`config.mk`:
```
export PLATFORM = sky130hd
export DESIGN_NAME = cpar_regs
export DESIGN_NICKNAME = d
export VERILOG_FILES = /design/src/rtl/cpar_regs.v /design/src/rtl/cpar_sticky.v
export VERILOG_INCLUDE_DIRS = /design/src /design/src/rtl
export SDC_FILE = /design/constraint.sdc
export NUM_CORES = 1
export LEC_CHECK = 0
export ABC_CLOCK_PERIOD_IN_PS = 3290
export BUFFER_PORTS_ARGS = -buffer_cell sky130_fd_sc_hd__buf_2
export CAP_MARGIN = 25
export CELL_PAD_IN_SITES_DETAIL_PLACEMENT = 0
export CELL_PAD_IN_SITES_GLOBAL_PLACEMENT = 2
export CORE_MARGIN = 2
export CORE_UTILIZATION = 37
export CTS_CLUSTER_SIZE = 25
export DETAILED_ROUTE_END_ITERATION = 12
export PLACE_DENSITY = 0.86
export SYNTH_ARGS = -nofsm -noshare
export SYNTH_HDL_FRONTEND = slang
export SYNTH_SLANG_ARGS = --single-unit
```
`constraint.sdc`:
```
create_clock -name i_clk -period 3.29 [get_ports i_clk]
set_input_delay 0.329 -clock i_clk [delete_from_list [all_inputs] [get_ports i_clk]]
set_output_delay 0.329 -clock i_clk [all_outputs]
set_load 0.01 [all_outputs]
```
`src/rtl/cpar_defs.vh`:
```
// constants for the copper port auto-negotiation register bank
// Operation
// - advertised next-page bit reads zero, ignores writes
// - reserved advertisement bits written zero, read ignored
// - remote-fault bit advertises local fault, resets zero
// - asymmetric pause resets zero, symmetric pause one
// - T4 resets zero, other technology bits one
// - five-bit selector field resets to one
// - partner page read-only, zero reset, captured
// - partner remote fault raises basic status fault
// - partner page reserved bit always reads zero
// - expansion resets four, parallel fault latches high
// - page-received bit latches high on new page
// - partner abilities reported, local next-page reads one
// - unused and core-reserved locations not generally defined
// - crossover-disable bit turns off automatic pair selection
// - heartbeat and jabber enables reset disabled
// - far-end-fault disable bit stops fault signalling
// - power-save disable bit stops analog power save
// - link-pulse disable stops normal link pulses
// - restart-bypass skips core restart in coding sublayer
// - coder/scrambler bypass valid only with top bit
// - interrupt reset value; global mask masks all
// - low flags mark changes, drive pin, clear-on-read
// - summary bit is OR of five lowest flags
`ifndef CPAR_DEFS_VH
`define CPAR_DEFS_VH

// =====================================================================
// register offsets
`define CPAR_ADDR_ADVERTISE 8'hc4
`define CPAR_ADDR_PARTNER 8'hc5
`define CPAR_ADDR_EXPANSION 8'hc6
`define CPAR_ADDR_UNUSED_LO 8'hc7
`define CPAR_ADDR_UNUSED_HI 8'hc8
`define CPAR_ADDR_CORE_LO 8'hc9
`define CPAR_ADDR_CORE_HI 8'hcf
`define CPAR_ADDR_SPEC_CTRL 8'hd0
`define CPAR_ADDR_INT 8'hd1

// =====================================================================
// reset values
`define CPAR_RST_ADVERTISE 16'h05e1
`define CPAR_RST_PARTNER 16'h0000
`define CPAR_RST_EXPANSION 16'h0004
`define CPAR_RST_SPEC_CTRL 16'h0000
`define CPAR_RST_INT 16'h3f00

// =====================================================================
// advertisement fields
`define CPAR_ADV_NEXT_PAGE 15
`define CPAR_ADV_RSVD_HI 14
`define CPAR_ADV_REMOTE_FAULT 13
`define CPAR_ADV_RSVD_LO 12
`define CPAR_ADV_WR_MASK 16'h2fff

// =====================================================================
// partner page and expansion fields
`define CPAR_LP_REMOTE_FAULT 13
`define CPAR_LP_RSVD 12
`define CPAR_LP_NEXT_PAGE 15
`define CPAR_EXP_PD_FAULT 4
`define CPAR_EXP_LP_NP_ABLE 3
`define CPAR_EXP_LOCAL_NP 2
`define CPAR_EXP_PAGE_RX 1
`define CPAR_EXP_LP_AN_ABLE 0

// =====================================================================
// specific control fields
`define CPAR_SC_TEST_EN 15
`define CPAR_SC_XOVER_DIS 11
`define CPAR_SC_HEARTBEAT_EN 10
`define CPAR_SC_JABBER_EN 9
`define CPAR_SC_FEF_DIS 8
`define CPAR_SC_PSAVE_DIS 7
`define CPAR_SC_LINK_PULSE_DIS 6
`define CPAR_SC_RESTART_BYP 5
`define CPAR_SC_CODER_BYP 4
`define CPAR_SC_SCRAM_BYP 3

// =====================================================================
// interrupt register fields
`define CPAR_INT_GLOBAL_MASK 13
`define CPAR_INT_RSVD_MASK 12
`define CPAR_INT_RSVD_11 11
`define CPAR_INT_MASK_SPEED 10
`define CPAR_INT_MASK_DUPLEX 9
`define CPAR_INT_MASK_LINK 8
`define CPAR_INT_EN_POWER 7
`define CPAR_INT_POWER 6
`define CPAR_INT_SUMMARY 5
`define CPAR_INT_SPEED 2
`define CPAR_INT_DUPLEX 1
`define CPAR_INT_LINK 0

// sticky flag slots
`define CPAR_NUM_STICKY 6
`define CPAR_STK_PD_FAULT 0
`define CPAR_STK_PAGE_RX 1
`define CPAR_STK_LINK 2
`define CPAR_STK_DUPLEX 3
`define CPAR_STK_SPEED 4
`define CPAR_STK_POWER 5

`endif

```
`src/rtl/cpar_regs.v`:
```
// register bank of the first copper port's auto-negotiation management
`timescale 1ns/1ns
`include "cpar_defs.vh"
module cpar_regs #(
  parameter ADDR_W = 8,
  parameter DATA_W = 16
) (
  input wire i_clk,
  input wire i_sys_rst,
  input wire i_ce,
  // management register port, fed by the serial management front end
  input wire [ADDR_W-1:0] i_reg_addr,
  input wire i_reg_wr,
  input wire [DATA_W-1:0] i_reg_wdata,
  input wire i_reg_rd,
  output reg [DATA_W-1:0] o_reg_rdata,
  output wire o_reg_rvalid,
  // negotiation engine, same clock
  input wire i_lp_page_valid,
  input wire [DATA_W-1:0] i_lp_page,
  input wire i_pd_fault,
  input wire i_lp_an_able,
  // copper port status, same clock
  input wire i_link_up,
  input wire i_full_duplex,
  input wire i_speed_100,
  input wire i_remote_power_abn,
  // towards the negotiation engine and basic status
  output wire [DATA_W-1:0] o_adv_page,
  output wire o_remote_fault_status,
  // towards the copper front end
  output wire o_auto_xover_en,
  output wire o_heartbeat_en,
  output wire o_jabber_en,
  output wire o_fef_en,
  output wire o_power_save_en,
  output wire o_normal_link_pulse_en,
  output wire o_dsp_restart_bypass,
  output wire o_coder_bypass,
  output wire o_scrambler_bypass,
  output wire o_int
);

  // =====================================================================
  // storage
  reg [DATA_W-1:0] adv_r;
  reg [DATA_W-1:0] lp_page_r;
  reg lp_an_able_r;
  reg [DATA_W-1:0] spec_ctrl_r;
  reg gmask_r;
  reg [2:0] chg_mask_r;
  reg power_en_r;
  reg link_prev_r;
  reg duplex_prev_r;
  reg speed_prev_r;
  reg primed_r;
  reg rvalid_r;

  // interrupt reset pieces, cut from the full reset word so that the
  // stored mask bits and the read view can never disagree after reset
  localparam [15:0] INT_RST = `CPAR_RST_INT;
  localparam [0:0] GMASK_RST = INT_RST[`CPAR_INT_GLOBAL_MASK];
  localparam [2:0] CHG_MASK_RST = INT_RST[`CPAR_INT_MASK_SPEED:`CPAR_INT_MASK_LINK];
  localparam [0:0] POWER_EN_RST = INT_RST[`CPAR_INT_EN_POWER];

  wire [`CPAR_NUM_STICKY-1:0] stk_set;
  wire [`CPAR_NUM_STICKY-1:0] stk_clr;
  wire [`CPAR_NUM_STICKY-1:0] stk_q;

  wire wr_en;
  wire rd_en;
  wire rd_exp;
  wire rd_int;
  wire [DATA_W-1:0] exp_val;
  wire [DATA_W-1:0] int_val;
  wire [4:0] int_low_flags;
  wire link_chg;
  wire duplex_chg;
  wire speed_chg;

  reg [DATA_W-1:0] rd_mux;

  // =====================================================================
  // access strobes; a frozen clock enable also freezes bus side effects
  // a read and a write in one cycle both act; the read shows the old value
  assign wr_en = i_reg_wr & i_ce;
  assign rd_en = i_reg_rd & i_ce;
  assign rd_exp = rd_en & (i_reg_addr == `CPAR_ADDR_EXPANSION);
  assign rd_int = rd_en & (i_reg_addr == `CPAR_ADDR_INT);

  // =====================================================================
  // advertisement register
  // only remote fault, pause, technology and selector bits take writes
  // the selector is stored as written; an unknown code is the manager's concern
  always @(posedge i_clk or posedge i_sys_rst) begin
    if (i_sys_rst) begin
      adv_r <= `CPAR_RST_ADVERTISE;
    end else if (wr_en && i_reg_addr == `CPAR_ADDR_ADVERTISE) begin
      adv_r <= i_reg_wdata & `CPAR_ADV_WR_MASK;
    end
  end

  // the page offered to the partner is the advertisement as stored;
  // bits 15, 14 and 12 never leave as ones
  assign o_adv_page = adv_r;

  // =====================================================================
  // partner base page capture
  // page and valid share one edge, so a half-updated page is never read back
  always @(posedge i_clk or posedge i_sys_rst) begin
    if (i_sys_rst) begin
      lp_page_r <= `CPAR_RST_PARTNER;
      lp_an_able_r <= 1'b0;
    end else if (i_ce) begin
      lp_an_able_r <= i_lp_an_able;
      if (i_lp_page_valid) begin
        lp_page_r <= i_lp_page;
      end
    end
  end

  // remote fault seen in the partner page goes on to basic status
  assign o_remote_fault_status = lp_page_r[`CPAR_LP_REMOTE_FAULT];

  // =====================================================================
  // status change detection; the first enabled cycle after reset only
  // primes the history so that default levels raise no false change
  // limitation: a level that toggles and returns is two changes but one
  // flag; only the fact of a change survives until the read, not the count
  always @(posedge i_clk or posedge i_sys_rst) begin
    if (i_sys_rst) begin
      link_prev_r <= 1'b0;
      duplex_prev_r <= 1'b0;
      speed_prev_r <= 1'b0;
      primed_r <= 1'b0;
    end else if (i_ce) begin
      link_prev_r <= i_link_up;
      duplex_prev_r <= i_full_duplex;
      speed_prev_r <= i_speed_100;
      primed_r <= 1'b1;
    end
  end

  assign link_chg = primed_r & (link_prev_r ^ i_link_up);
  assign duplex_chg = primed_r & (duplex_prev_r ^ i_full_duplex);
  assign speed_chg = primed_r & (speed_prev_r ^ i_speed_100);

  // =====================================================================
  // latch-high flags: set by events, cleared by reading their register
  assign stk_set[`CPAR_STK_PD_FAULT] = i_pd_fault;
  assign stk_set[`CPAR_STK_PAGE_RX] = i_lp_page_valid;
  assign stk_set[`CPAR_STK_LINK] = link_chg;
  assign stk_set[`CPAR_STK_DUPLEX] = duplex_chg;
  assign stk_set[`CPAR_STK_SPEED] = speed_chg;
  assign stk_set[`CPAR_STK_POWER] = i_remote_power_abn;
  assign stk_clr[`CPAR_STK_PD_FAULT] = rd_exp;
  assign stk_clr[`CPAR_STK_PAGE_RX] = rd_exp;
  assign stk_clr[`CPAR_STK_LINK] = rd_int;
  assign stk_clr[`CPAR_STK_DUPLEX] = rd_int;
  assign stk_clr[`CPAR_STK_SPEED] = rd_int;
  assign stk_clr[`CPAR_STK_POWER] = rd_int;

  // one flag instance per event keeps set-over-clear identical for every bit
  genvar gi;
  generate
    for (gi = 0; gi < `CPAR_NUM_STICKY; gi = gi + 1) begin : g_stk
      cpar_sticky u_stk (
        .i_clk(i_clk),
        .i_sys_rst(i_sys_rst),
        .i_ce(i_ce),
        .i_set(stk_set[gi]),
        .i_clr(stk_clr[gi]),
        .o_q(stk_q[gi])
      );
    end
  endgenerate

  // =====================================================================
  // expansion register view; upper bits read as zero
  assign exp_val = {
    11'h000,
    stk_q[`CPAR_STK_PD_FAULT],
    lp_page_r[`CPAR_LP_NEXT_PAGE],
    1'b1,
    stk_q[`CPAR_STK_PAGE_RX],
    lp_an_able_r
  };

  // =====================================================================
  // specific control register, fully stored as written
  // the top and bottom fields are kept by software at zero; they are
  // stored so a read shows what was written, but only bit 15 acts
  // nothing here self-clears; software restores defaults by writing zero
  always @(posedge i_clk or posedge i_sys_rst) begin
    if (i_sys_rst) begin
      spec_ctrl_r <= `CPAR_RST_SPEC_CTRL;
    end else if (wr_en && i_reg_addr == `CPAR_ADDR_SPEC_CTRL) begin
      spec_ctrl_r <= i_reg_wdata;
    end
  end

  // control decode towards the front end
  assign o_auto_xover_en = ~spec_ctrl_r[`CPAR_SC_XOVER_DIS];
  assign o_heartbeat_en = spec_ctrl_r[`CPAR_SC_HEARTBEAT_EN];
  assign o_jabber_en = spec_ctrl_r[`CPAR_SC_JABBER_EN];
  assign o_fef_en = ~spec_ctrl_r[`CPAR_SC_FEF_DIS];
  assign o_power_save_en = ~spec_ctrl_r[`CPAR_SC_PSAVE_DIS];
  assign o_normal_link_pulse_en = ~spec_ctrl_r[`CPAR_SC_LINK_PULSE_DIS];
  assign o_dsp_restart_bypass = spec_ctrl_r[`CPAR_SC_RESTART_BYP];
  // coder and scrambler bypasses are test features, inert unless the top bit opens them
  assign o_coder_bypass = spec_ctrl_r[`CPAR_SC_TEST_EN] &
                          spec_ctrl_r[`CPAR_SC_CODER_BYP];
  assign o_scrambler_bypass = spec_ctrl_r[`CPAR_SC_TEST_EN] &
                              spec_ctrl_r[`CPAR_SC_SCRAM_BYP];

  // =====================================================================
  // interrupt mask bits; reserved bits 12 and 11 read their reset ones
  always @(posedge i_clk or posedge i_sys_rst) begin
    if (i_sys_rst) begin
      gmask_r <= GMASK_RST;
      chg_mask_r <= CHG_MASK_RST;
      power_en_r <= POWER_EN_RST;
    end else if (wr_en && i_reg_addr == `CPAR_ADDR_INT) begin
      gmask_r <= i_reg_wdata[`CPAR_INT_GLOBAL_MASK];
      chg_mask_r <= i_reg_wdata[`CPAR_INT_MASK_SPEED:`CPAR_INT_MASK_LINK];
      power_en_r <= i_reg_wdata[`CPAR_INT_EN_POWER];
    end
  end

  // five lowest flags; bits 4 and 3 are reserved zeros
  assign int_low_flags = {
    2'h0,
    stk_q[`CPAR_STK_SPEED],
    stk_q[`CPAR_STK_DUPLEX],
    stk_q[`CPAR_STK_LINK]
  };

  // interrupt register view
  assign int_val = {
    2'h0,
    gmask_r,
    1'b1,
    1'b1,
    chg_mask_r,
    power_en_r,
    stk_q[`CPAR_STK_POWER],
    |int_low_flags,
    int_low_flags
  };

  // pin is active high; the global mask overrides every individual one
  // a flag raised while masked still stands, so unmasking it later
  // raises the pin at once unless the register is read first
  assign o_int = ~gmask_r & (
    (stk_q[`CPAR_STK_LINK] & ~chg_mask_r[0]) |
    (stk_q[`CPAR_STK_DUPLEX] & ~chg_mask_r[1]) |
    (stk_q[`CPAR_STK_SPEED] & ~chg_mask_r[2]) |
    (stk_q[`CPAR_STK_POWER] & power_en_r));

  // =====================================================================
  // read multiplexer; unused and core-reserved locations return zero
  // and have no side effect, so a scan of those locations clears no flag
  always @* begin
    rd_mux = 16'h0000;
    case (i_reg_addr)
      `CPAR_ADDR_ADVERTISE: begin
        rd_mux = adv_r;
      end
      `CPAR_ADDR_PARTNER: begin
        rd_mux = lp_page_r & ~(16'h0001 << `CPAR_LP_RSVD);
      end
      `CPAR_ADDR_EXPANSION: begin
        rd_mux = exp_val;
      end
      `CPAR_ADDR_SPEC_CTRL: begin
        rd_mux = spec_ctrl_r;
      end
      `CPAR_ADDR_INT: begin
        rd_mux = int_val;
      end
      default: begin
        rd_mux = 16'h0000;
      end
    endcase
  end

  // read data is registered; the value shown is the one before the
  // clear that the same read performs
  always @(posedge i_clk or posedge i_sys_rst) begin
    if (i_sys_rst) begin
      o_reg_rdata <= 16'h0000;
      rvalid_r <= 1'b0;
    end else if (i_ce) begin
      rvalid_r <= i_reg_rd;
      if (i_reg_rd) begin
        o_reg_rdata <= rd_mux;
      end
    end
  end

  assign o_reg_rvalid = rvalid_r;

endmodule // cpar_regs

```
`src/rtl/cpar_sticky.v`:
```
// latch-high flag: hardware sets, a read clears, set wins over clear
`timescale 1ns/1ns
module cpar_sticky (
  input wire i_clk,
  input wire i_sys_rst,
  input wire i_ce,
  input wire i_set,
  input wire i_clr,
  output wire o_q
);

  reg q_r;
  reg q_nxt;

  // =====================================================================
  // next value: an event in the clearing cycle must not be lost
  always @* begin
    q_nxt = q_r;
    if (i_clr) begin
      q_nxt = 1'b0;
    end
    if (i_set) begin
      q_nxt = 1'b1;
    end
  end

  // flag storage
  always @(posedge i_clk or posedge i_sys_rst) begin
    if (i_sys_rst) begin
      q_r <= 1'b0;
    end else if (i_ce) begin
      q_r <= q_nxt;
    end
  end

  assign o_q = q_r;

endmodule // cpar_sticky

```
### After elaboration in Yosys (flattened, before gate mapping)

Index checks and enable logic that the tools add are counted.

| storage, ports and cells | value |
|---|---|
| register bits after elaboration | 78 |
| input bits | 52 |
| output and inout bits | 44 |
| logic and storage cells | 79 |

| cells by class | value |
|---|---|
| equal/unequal tests | 5 |
| muxes and demuxes | 9 |
| bitwise gates (word level) | 28 |
| reductions and logical operators | 18 |

Operators by type and width:

| cell | count |
|---|---|
| case mux 16 bit (5 select lines) | 1 |
| equality test 8 bit (second input constant) | 5 |
| AND reduction 2 bit | 8 |
| bitwise AND 1 bit | 14 |
| nonzero test 2 bit | 6 |
| two-way mux 1 bit | 8 |
| NOT 1 bit | 8 |
| logical AND 1 bit | 3 |
| bitwise OR 1 bit | 3 |
| OR reduction 3 bit | 1 |
| XOR 1 bit | 3 |

### Logic depth before layout (Yosys ltp)

Gate-level depths: netlist of the first run.

| depth | value |
|---|---|
| depth in word-level cells | 6 |
| mapped depth | 6 |
| mapped depth without buffers | 4 |

### Hierarchy

A second synthesis of the first run with hierarchy kept.

| second synthesis, totals | value |
|---|---|
| cell total of the unflattened synthesis | 296 |
| area total of the unflattened synthesis | 3,606.0 um2 |

By module, submodules not included:

| module | times used | cells an instance | area an instance (um2) | sequential area each (um2) |
|---|---|---|---|---|
| cpar_regs | 1 | 272 | 3,358.2 | 1,789.2 |
| cpar_sticky | 6 | 4 | 41.3 | 25.0 |

### Worst setup path after synthesis of the first run

OpenSTA, ideal clock, no wires.

| timing path | value |
|---|---|
| path type | input -> register |
| start point | in i_reg_addr[5] |
| end point | reg spec_ctrl_r[10] |
| library setup time | 0.125 ns |
| arrival | 1.418 ns |
| data required time | 3.165 ns |
| setup slack | 1.747 ns |
| cell stages on the path | 6 |
| buffers on the path | 2 |
| cell sequence | and3b_1 > buf_6 > nand2_4 > nor2_4 > buf_6 > mux2_2 |

| between the ends | value |
|---|---|
| word-level cells in the longest chain between the ends | 2 |

Ends and longest elaborated chain:

| what | RTL line | RTL |
|---|---|---|
| from (decl) | cpar_regs.v:12 | `input wire [ADDR_W-1:0] i_reg_addr,` |
| equality test 8 bit | - |  |
| logical AND 1 bit (no line) | - |  |
| to (signal assigned) | cpar_regs.v:196 | `` spec_ctrl_r <= `CPAR_RST_SPEC_CTRL; `` |
| to (signal assigned) | cpar_regs.v:198 | `spec_ctrl_r <= i_reg_wdata;` |
| to (decl) | cpar_regs.v:49 | `reg [DATA_W-1:0] spec_ctrl_r;` |

Every way passes these cells.
A chain may end at the register's enable or synchronous reset.

### Worst setup path in the final report of the first run

| timing path | value |
|---|---|
| start point | in i_reg_addr[5] |
| end point | reg adv_r[1] (netlist: o_adv_page[1]) |

| between the ends | value |
|---|---|
| word-level cells in the longest chain between the ends | 2 |

Ends and longest elaborated chain:

| what | RTL line | RTL |
|---|---|---|
| equality test 8 bit | - |  |
| logical AND 1 bit (no line) | - |  |
| to (signal assigned) | cpar_regs.v:97 | `` adv_r <= `CPAR_RST_ADVERTISE; `` |
| to (signal assigned) | cpar_regs.v:99 | `` adv_r <= i_reg_wdata & `CPAR_ADV_WR_MASK; `` |
| to (decl) | cpar_regs.v:46 | `reg [DATA_W-1:0] adv_r;` |

Every way passes these cells.

==> results of run 1 <==
[metrics by stage]
| step | util | power [W] | area, µm² | std cells |
|---|---|---|---|---|
| finish | 0.452 | 0.00192 | 4360 | 510 |
| global route | 0.452 | 0.00201 | 4360 | 510 |
| CTS | 0.452 | 0.00194 | 4360 | 510 |
| detailed placement | 0.432 | 0.00125 | 4160 | 494 |
| global placement | 0.432 | 0.00124 | 4160 | 494 |
| floorplan | - | 0.00116 | 3620 | 281 |
[cell usage in the layout (no fill, tap or decap), types with 9 or more instances in the layout]
cell type / n
sky130_fd_sc_hd__buf_2: 91
sky130_fd_sc_hd__dfrtp_1: 67
sky130_fd_sc_hd__mux2_2: 45
sky130_fd_sc_hd__a22o_1: 16
sky130_fd_sc_hd__mux2i_1: 15
sky130_fd_sc_hd__clkbuf_8: 11
sky130_fd_sc_hd__nand2_1: 10
sky130_fd_sc_hd__o22ai_1: 10
sky130_fd_sc_hd__dfstp_2: 10
sky130_fd_sc_hd__o21ai_0: 9
[synth_stat cells, drive strengths merged, types with 2 or more instances]
cell type | n | area [µm²]
nand2 | 12 | 55.1
inv | 9 | 33.8
nor2b | 2 | 12.5
nor4bb | 2 | 20.0
o2bb2ai | 5 | 43.8
and2 | 2 | 12.5
o22ai | 10 | 62.6
buf | 12 | 97.6
mux2i | 15 | 150
a22o | 16 | 140
a21oi | 3 | 15.0
and3 | 2 | 12.5
nand2b | 2 | 12.5
xnor2 | 3 | 26.3
and2b | 2 | 16.3
nor3 | 4 | 35.0
clkbuf | 3 | 11.3
a32oi | 3 | 26.3
nand3 | 6 | 35.0
o21ai | 9 | 45.0
mux2 | 55 | 638
nor2 | 10 | 52.6
dfstp | 10 | 263
dfrtp | 67 | 1680
[where the power goes]
group          switching, W  total [W]  internal [W]
clock              0.000369   0.000692      0.000323
sequential        0.0000276    0.00102      0.000995
combinational      0.000110   0.000206     0.0000958
[worst max-delay path by stage]
stage / endpoint / slack [ps] / cells past startpoint
after floorplan: duplex_prev_r$_DFFE_PP0P_ / 1010 / 1
after CTS: o_adv_page[1]$_DFFE_PP0P_ / 1410 / 5
final: o_adv_page[1]$_DFFE_PP0P_ / 1440 / 5
after detailed placement: o_adv_page[1]$_DFFE_PP0P_ / 1060 / 5
after global placement: o_adv_page[9]$_DFFE_PP0P_ / 1080 / 5
after global routing: o_adv_page[4]$_DFFE_PP0P_ / 1310 / 5
[logic make-up after synthesis]
group	synth area share
buffers and inverters	0.0395
muxes	0.218
AOI/OAI and AO/OA	0.108
other	0.00104
and+or+nand+nor	0.0884
xor gates and xnor gates	0.00728
DFF	0.537
[critical path, cell delays in order]
cell and delay, ps:
sky130_fd_sc_hd__buf_2 100, sky130_fd_sc_hd__and3b_1 460, sky130_fd_sc_hd__nand2_2 280, sky130_fd_sc_hd__nor2_4 500, sky130_fd_sc_hd__mux2_2 400
[flip-flops by register name, indices dropped and copies added, names as in the netlist, 3 cells and up]
register         count
g_stk.u_stk.o_q      6
spec_ctrl_r         16
o_adv_page          13
o_reg_rdata         16
chg_mask_r           3
lp_page_r           15
[final cells by class]
type / instances / area [µm²]
clock inverter: 5 / 43.8
fill: 950 / 5280
sequential: 77 / 1940
tap: 133 / 166
timing repair buffer: 95 / 485
clock buffer: 11 / 151
inverter: 9 / 33.8
multi-input combinational: 180 / 1540
[layer usage]
metal	wire, µm	vias to the layer above	share of wire	GRT usage
li1	-	1220	-	-
met5	0	-	0	0
met2	4270	80	0.47	0.284
met3	528	6	0.058	0.0434
met1	4210	1311	0.46	0.252
met4	87	0	0.0096	0.0526
==> summary.log, run 1 <==
INFO  placed_design  detailedPlacementHpwl=6460µm
INFO  sta            worst_clock_skew=8.73ps
INFO  sta            final_critical_path_setup_slack=1440ps
INFO  clocking       clock_insertion_delay_worst_skew=350ps
INFO  die            fp.coreArea=9640µm²
INFO  worst_setup_path r2r_cells=4
INFO  clocking       ctsHoldBuffers=0
INFO  die            die_x=103µm
INFO  synth          synth_top_flop_cell=sky130_fd_sc_hd__dfrtp_1
INFO  global_routing globalRoute.totalOverflow=0
INFO  worst_setup_path setup.worst_path.class=in -> reg
INFO  sta            worst-slew-pin-transition=808ps
INFO  die            initial_utilization=0.375
INFO  die            floorplan.rows=36
INFO  power_and_ir_drop power-per-cell-area=441nW/µm²
INFO  die            io_pins=96
INFO  clocking       cts_max_path_buffers=2
INFO  global_routing grt_pass1_wl=14200µm
INFO  die            floorplan.die_area=10600µm²
INFO  worst_setup_path critPathRequiredTime=3520ps
INFO  worst_hold_path hold_class=in -> async
INFO  synth          netlist-cell-type-count=49
INFO  synth          post_synth_inst_count=279
INFO  clocking       cts.clk_slew.worst_paths=80ps
INFO  sta            drv_slew=0
INFO  global_routing grt_max_degree=33
INFO  worst_setup_path path_max_fanout=13
INFO  synth          seq_total_area_yosys=0.537
INFO  detailed_routing avgViaCountPerCell=5.13
INFO  synth          async_reset_ff_frac=1.00
INFO  clocking       postCtsResizedCells=0
INFO  detailed_routing starting_drt_drc_count=127
INFO  global_routing grtUsageTotal=0.181
INFO  die            die-height=103µm
INFO  finish         drive_above_1_share=0.483
INFO  run            timing.max_cap.violations=0
INFO  clocking       post_cts_setup_bufs=0
INFO  sta            setup_repair_after_global_routing_missed_its_margin=false
INFO  synth          post_synth.cell_area_avg=12.9µm²
INFO  finish         nets=424
INFO  clocking       clk_root_buffer_cell=sky130_fd_sc_hd__clkbuf_8
INFO  detailed_routing drt_pre_antenna_iters=4
INFO  finish         areaGrowthSynthToFinish=20.7%
INFO  sta            hold-worst-slack=87.3ps
INFO  detailed_routing num_vias=2617
INFO  synth          number_of_enable_flip_flop_cells_after_synthesis=0
INFO  worst_setup_path reg2reg_from=g_stk[4].u_stk.o_q$_DFFE_PP0P_
INFO  synth          postSynthRegisterBits=77
INFO  sta            finalSetupViolations=0
INFO  power_and_ir_drop vdd_drop_max=0.000185V
INFO  sta            finalHoldViolCount=0
INFO  worst_setup_path worstSetupStartpoint=i_reg_addr[5]
INFO  clocking       htree_num_levels=3
INFO  worst_setup_path worst_setup_path_end_kind=flop
INFO  synth          post_synth_instance_area=3610µm²
INFO  placed_design  finalWeightedCongestion=0.816
INFO  clocking       cts.sink_count=77
INFO  outcome        outcome=finished clean
INFO  finish         antenna_cells_inserted=0
INFO  global_routing antenna_found_initial=0
INFO  clocking       cts_buffers=9
INFO  worst_setup_path r2r-end=o_reg_rdata[5]$_DFFE_PP0N_
INFO  sta            fmax=541MHz
INFO  worst_setup_path cp-start-kind=primary input
INFO  detailed_routing post-route-drc-count=0
INFO  detailed_routing wire_length_reported_by_the_detailed_router=9090µm
INFO  sta            finalWorstPathRequiredPeriod=1850ps
INFO  global_routing first_global_vias=2614
INFO  synth          yosysWarnings=0
INFO  worst_setup_path critical_path_arrival=2080ps
INFO  power_and_ir_drop leakagePower=2.11nW
INFO  sta            max-slew-margin-rel=0.459
INFO  sta            totalNegativeSetupSlack=0ps
INFO  detailed_routing avgRoutedWirePerCell=17.8µm
INFO  worst_setup_path regToRegSetupSlack=1770ps
INFO  detailed_routing ant_nets=0
INFO  placed_design  place_ws=1060ps
INFO  sta            period_share=0.562
INFO  placed_design  io_buffers=91
INFO  clocking       cts_tree=done
No activity file was read; power rests on OpenSTA's default activity.
==> run 2: changes to the inputs <==
ABC_AREA = 1   (was default)
ABC_CLOCK_PERIOD_IN_PS = 1600   (was 3290)
CORE_UTILIZATION = 28   (was 37)
PLACE_DENSITY = 0.77   (was 0.86)
clock period = 1.6 ns   (was 3.29 ns; I/O delays follow)
==> summary.log, run 2 <==
INFO  outcome        outcome=finished clean
INFO  sta            totalNegativeSetupSlack=0ps
INFO  detailed_routing drt_pre_antenna_iters=4
INFO  worst_setup_path critPathRequiredTime=1440ps
INFO  clocking       clk_root_buffer_cell=sky130_fd_sc_hd__clkbuf_16
INFO  placed_design  io_buffers=91
INFO  global_routing grtUsageTotal=0.150
INFO  finish         mostFrequentLayoutCells=sky130_fd_sc_hd__nand2_1 (107), sky130_fd_sc_hd__buf_2 (91), sky130_fd_sc_hd__dfrtp_1 (67)
INFO  finish         commonest_non_fill_non_tap_cell_in_the_layout=sky130_fd_sc_hd__nand2_1
INFO  clocking       postCtsResizedCells=0
INFO  sta            setup_repair_after_global_routing_missed_its_margin=false
INFO  synth          yosysWarnings=0
INFO  finish         antenna_cells_inserted=0
INFO  sta            finalWorstPathRequiredPeriod=1500ps
INFO  finish         areaGrowthSynthToFinish=26.7%
INFO  power_and_ir_drop vdd_drop_max=0.000452V
INFO  worst_setup_path path_max_fanout=3
INFO  synth          yosysMostFrequentCell=sky130_fd_sc_hd__nand2_1
INFO  die            floorplan.rows=41
INFO  synth          synth_top_cells_by_area=sky130_fd_sc_hd__dfrtp_1 (46%), sky130_fd_sc_hd__nand2_1 (11%), sky130_fd_sc_hd__dfstp_2 (7.1%)
INFO  worst_hold_path hold_class=in -> reg
INFO  worst_setup_path reg2reg_from=g_stk[2].u_stk.o_q$_DFFE_PP0P_
INFO  global_routing grt.met3_usage=0.0328
INFO  sta            fmax=666MHz
INFO  global_routing global_route.usage.met1=0.212
INFO  finish         drive_above_1_share=0.331
INFO  global_routing antenna_found_initial=0
INFO  sta            finalSetupViolations=0
INFO  clocking       cts_max_path_buffers=2
INFO  die            io_pins=96
INFO  worst_setup_path critical_path_arrival=1340ps
INFO  detailed_routing post-route-drc-count=0
INFO  synth          synth_top_area_share=0.456
INFO  global_routing grt.met2_usage=0.228
INFO  die            die_x=119µm
INFO  detailed_routing starting_drt_drc_count=148
INFO  clocking       clock_insertion_delay_worst_skew=330ps
INFO  finish         final_cell_area=4660µm²
INFO  synth          synth_top_cells_by_count=sky130_fd_sc_hd__nand2_1 (107), sky130_fd_sc_hd__dfrtp_1 (67), sky130_fd_sc_hd__nand3_1 (52), sky130_fd_sc_hd__inv_1 (34), sky130_fd_sc_hd__o21ai_1 (33)
INFO  synth          synth_top_area_cell=sky130_fd_sc_hd__dfrtp_1
INFO  worst_setup_path cp-start-kind=flop
INFO  die            floorplan.die_area=14100µm²
INFO  synth          postSynthRegisterBits=77
INFO  worst_hold_path timing.hold.worst_endpoint=lp_an_able_r$_DFFE_PP0P_
INFO  detailed_routing ant_nets=0
INFO  global_routing grt-busiest-layer=met2
INFO  global_routing grt_max_degree=48
INFO  die            fp.coreArea=12700µm²
INFO  clocking       cts.clk_slew.worst_paths=60ps
INFO  die            die-height=119µm
INFO  run            timing.max_cap.violations=0
INFO  detailed_routing avgViaCountPerCell=4.44
INFO  placed_design  placed_area=4310µm²
INFO  detailed_routing wire_length_reported_by_the_detailed_router=9920µm
INFO  synth          synth_top_flop_cell=sky130_fd_sc_hd__dfrtp_1
INFO  finish         layout_top_registers=o_reg_rdata: 16 flops, spec_ctrl_r: 16 flops, lp_page_r: 15 flops
INFO  clocking       cts_buffers=9
INFO  power_and_ir_drop power-per-cell-area=1040nW/µm²
INFO  worst_hold_path hold_depth=3
INFO  synth          post_synth_instance_area=3680µm²
INFO  sta            period_share=0.938
INFO  worst_setup_path regToRegSetupSlack=530ps
INFO  synth          netlist-cell-type-count=30
INFO  sta            finalHoldViolCount=0
INFO  synth          post_synth_inst_count=408
INFO  die            initial_utilization=0.289
INFO  synth          seq_total_area_yosys=0.527
INFO  sta            worst_clock_skew=2.88ps
INFO  worst_setup_path worst_setup_path_end_kind=primary output
INFO  worst_setup_path setup.worst_path.class=reg -> out
INFO  global_routing first_global_vias=3136
INFO  global_routing globalRoute.totalOverflow=0
INFO  power_and_ir_drop leakagePower=2.39nW
INFO  worst_hold_path min-delay-start=i_lp_an_able
INFO  clocking       post_cts_setup_bufs=0
INFO  placed_design  finalWeightedCongestion=0.806
INFO  synth          number_of_enable_flip_flop_cells_after_synthesis=0
INFO  finish         nets=552
INFO  sta            drv_slew=0
INFO  clocking       htree_num_levels=3
INFO  detailed_routing avgRoutedWirePerCell=14.7µm
INFO  clocking       ctsHoldBuffers=1
INFO  clocking       cts.sink_count=77
INFO  global_routing grt_pass1_wl=16600µm
INFO  clocking       cts_tree=done
INFO  worst_setup_path r2r_cells=6
INFO  worst_setup_path r2r-end=o_reg_rdata[5]$_DFFE_PP0N_
INFO  synth          async_reset_ff_frac=1.00
INFO  synth          post_synth.cell_area_avg=9.02µm²
INFO  placed_design  detailedPlacementHpwl=7530µm
INFO  detailed_routing num_vias=3009
run 2: critical path, cell delays in order, from the launching register on:
cell	delay (ps)
sky130_fd_sc_hd__dfrtp_1	360
sky130_fd_sc_hd__inv_1	80
sky130_fd_sc_hd__o22ai_1	150
sky130_fd_sc_hd__nor2_1	60
sky130_fd_sc_hd__a21oi_1	200
sky130_fd_sc_hd__buf_2	170
run 2: stage by stage:
step / std cells / hold WS, ps / total power, W / setup slack, ps / util
2_1_floorplan: 410 / 273 / 0.00240 / 580 / -
3_3_place_gp: 660 / 176 / 0.00258 / 226 / 0.339
3_5_place_dp: 660 / 184 / 0.00258 / 201 / 0.339
4_1_cts: 677 / 38.3 / 0.00489 / 97.0 / 0.366
5_1_grt: 677 / 48.5 / 0.00504 / 27.7 / 0.366
6_report: 677 / 44.9 / 0.00483 / 98.5 / 0.366
run 2: final cells by class:
cell class,instances,area (µm²)
fillers,1373,8060
inverters,40,154
clock inverters,7,114
flip-flops and latches,77,1940
multi-input cells,271,1440
well taps,172,215
repair buffers,101,571
clock buffers,9,225
run 2: worst max path at each step:
stage          cells after the start                          to                      startpoint  slack [ps]
6_report                           5                       o_int  g_stk[3].u_stk.o_q$_DFFE_PP0P_         100
5_1_grt                            5                       o_int  g_stk[3].u_stk.o_q$_DFFE_PP0P_          30
4_1_cts                            5                       o_int  g_stk[3].u_stk.o_q$_DFFE_PP0P_         100
3_5_place_dp                       7  o_adv_page[13]$_DFFE_PP0P_                   i_reg_addr[3]         200
3_3_place_gp                       7  o_adv_page[13]$_DFFE_PP0P_                   i_reg_addr[3]         230
2_1_floorplan                      1   duplex_prev_r$_DFFE_PP0P_                       i_sys_rst         580
run 2: cells by family after synthesis:
kind of cell,after synthesis,share of synthesized area
multiplexers,13,0.0398
AO/OA/AOI/OAI,56,0.0843
buffers and inverters,62,0.0830
flip-flops,77,0.527
AND/OR/NAND/NOR,196,0.258
XOR/XNOR,3,0.00714
other,1,0.00102
run 2: power by group:
part           switching, W  total, W  leakage (nW)  internal (W)
clock network      0.000774   0.00229         0.169       0.00152
logic              0.000248  0.000421          1.28      0.000174
registers         0.0000662   0.00212         0.941       0.00206
total               0.00109   0.00483          2.39       0.00375
run 2: layer usage:
layer	vias up	part of all wire
li1	1510	-
met1	1421	0.49
met2	67	0.45
met3	11	0.038
met4	0	0.017
met5	-	0
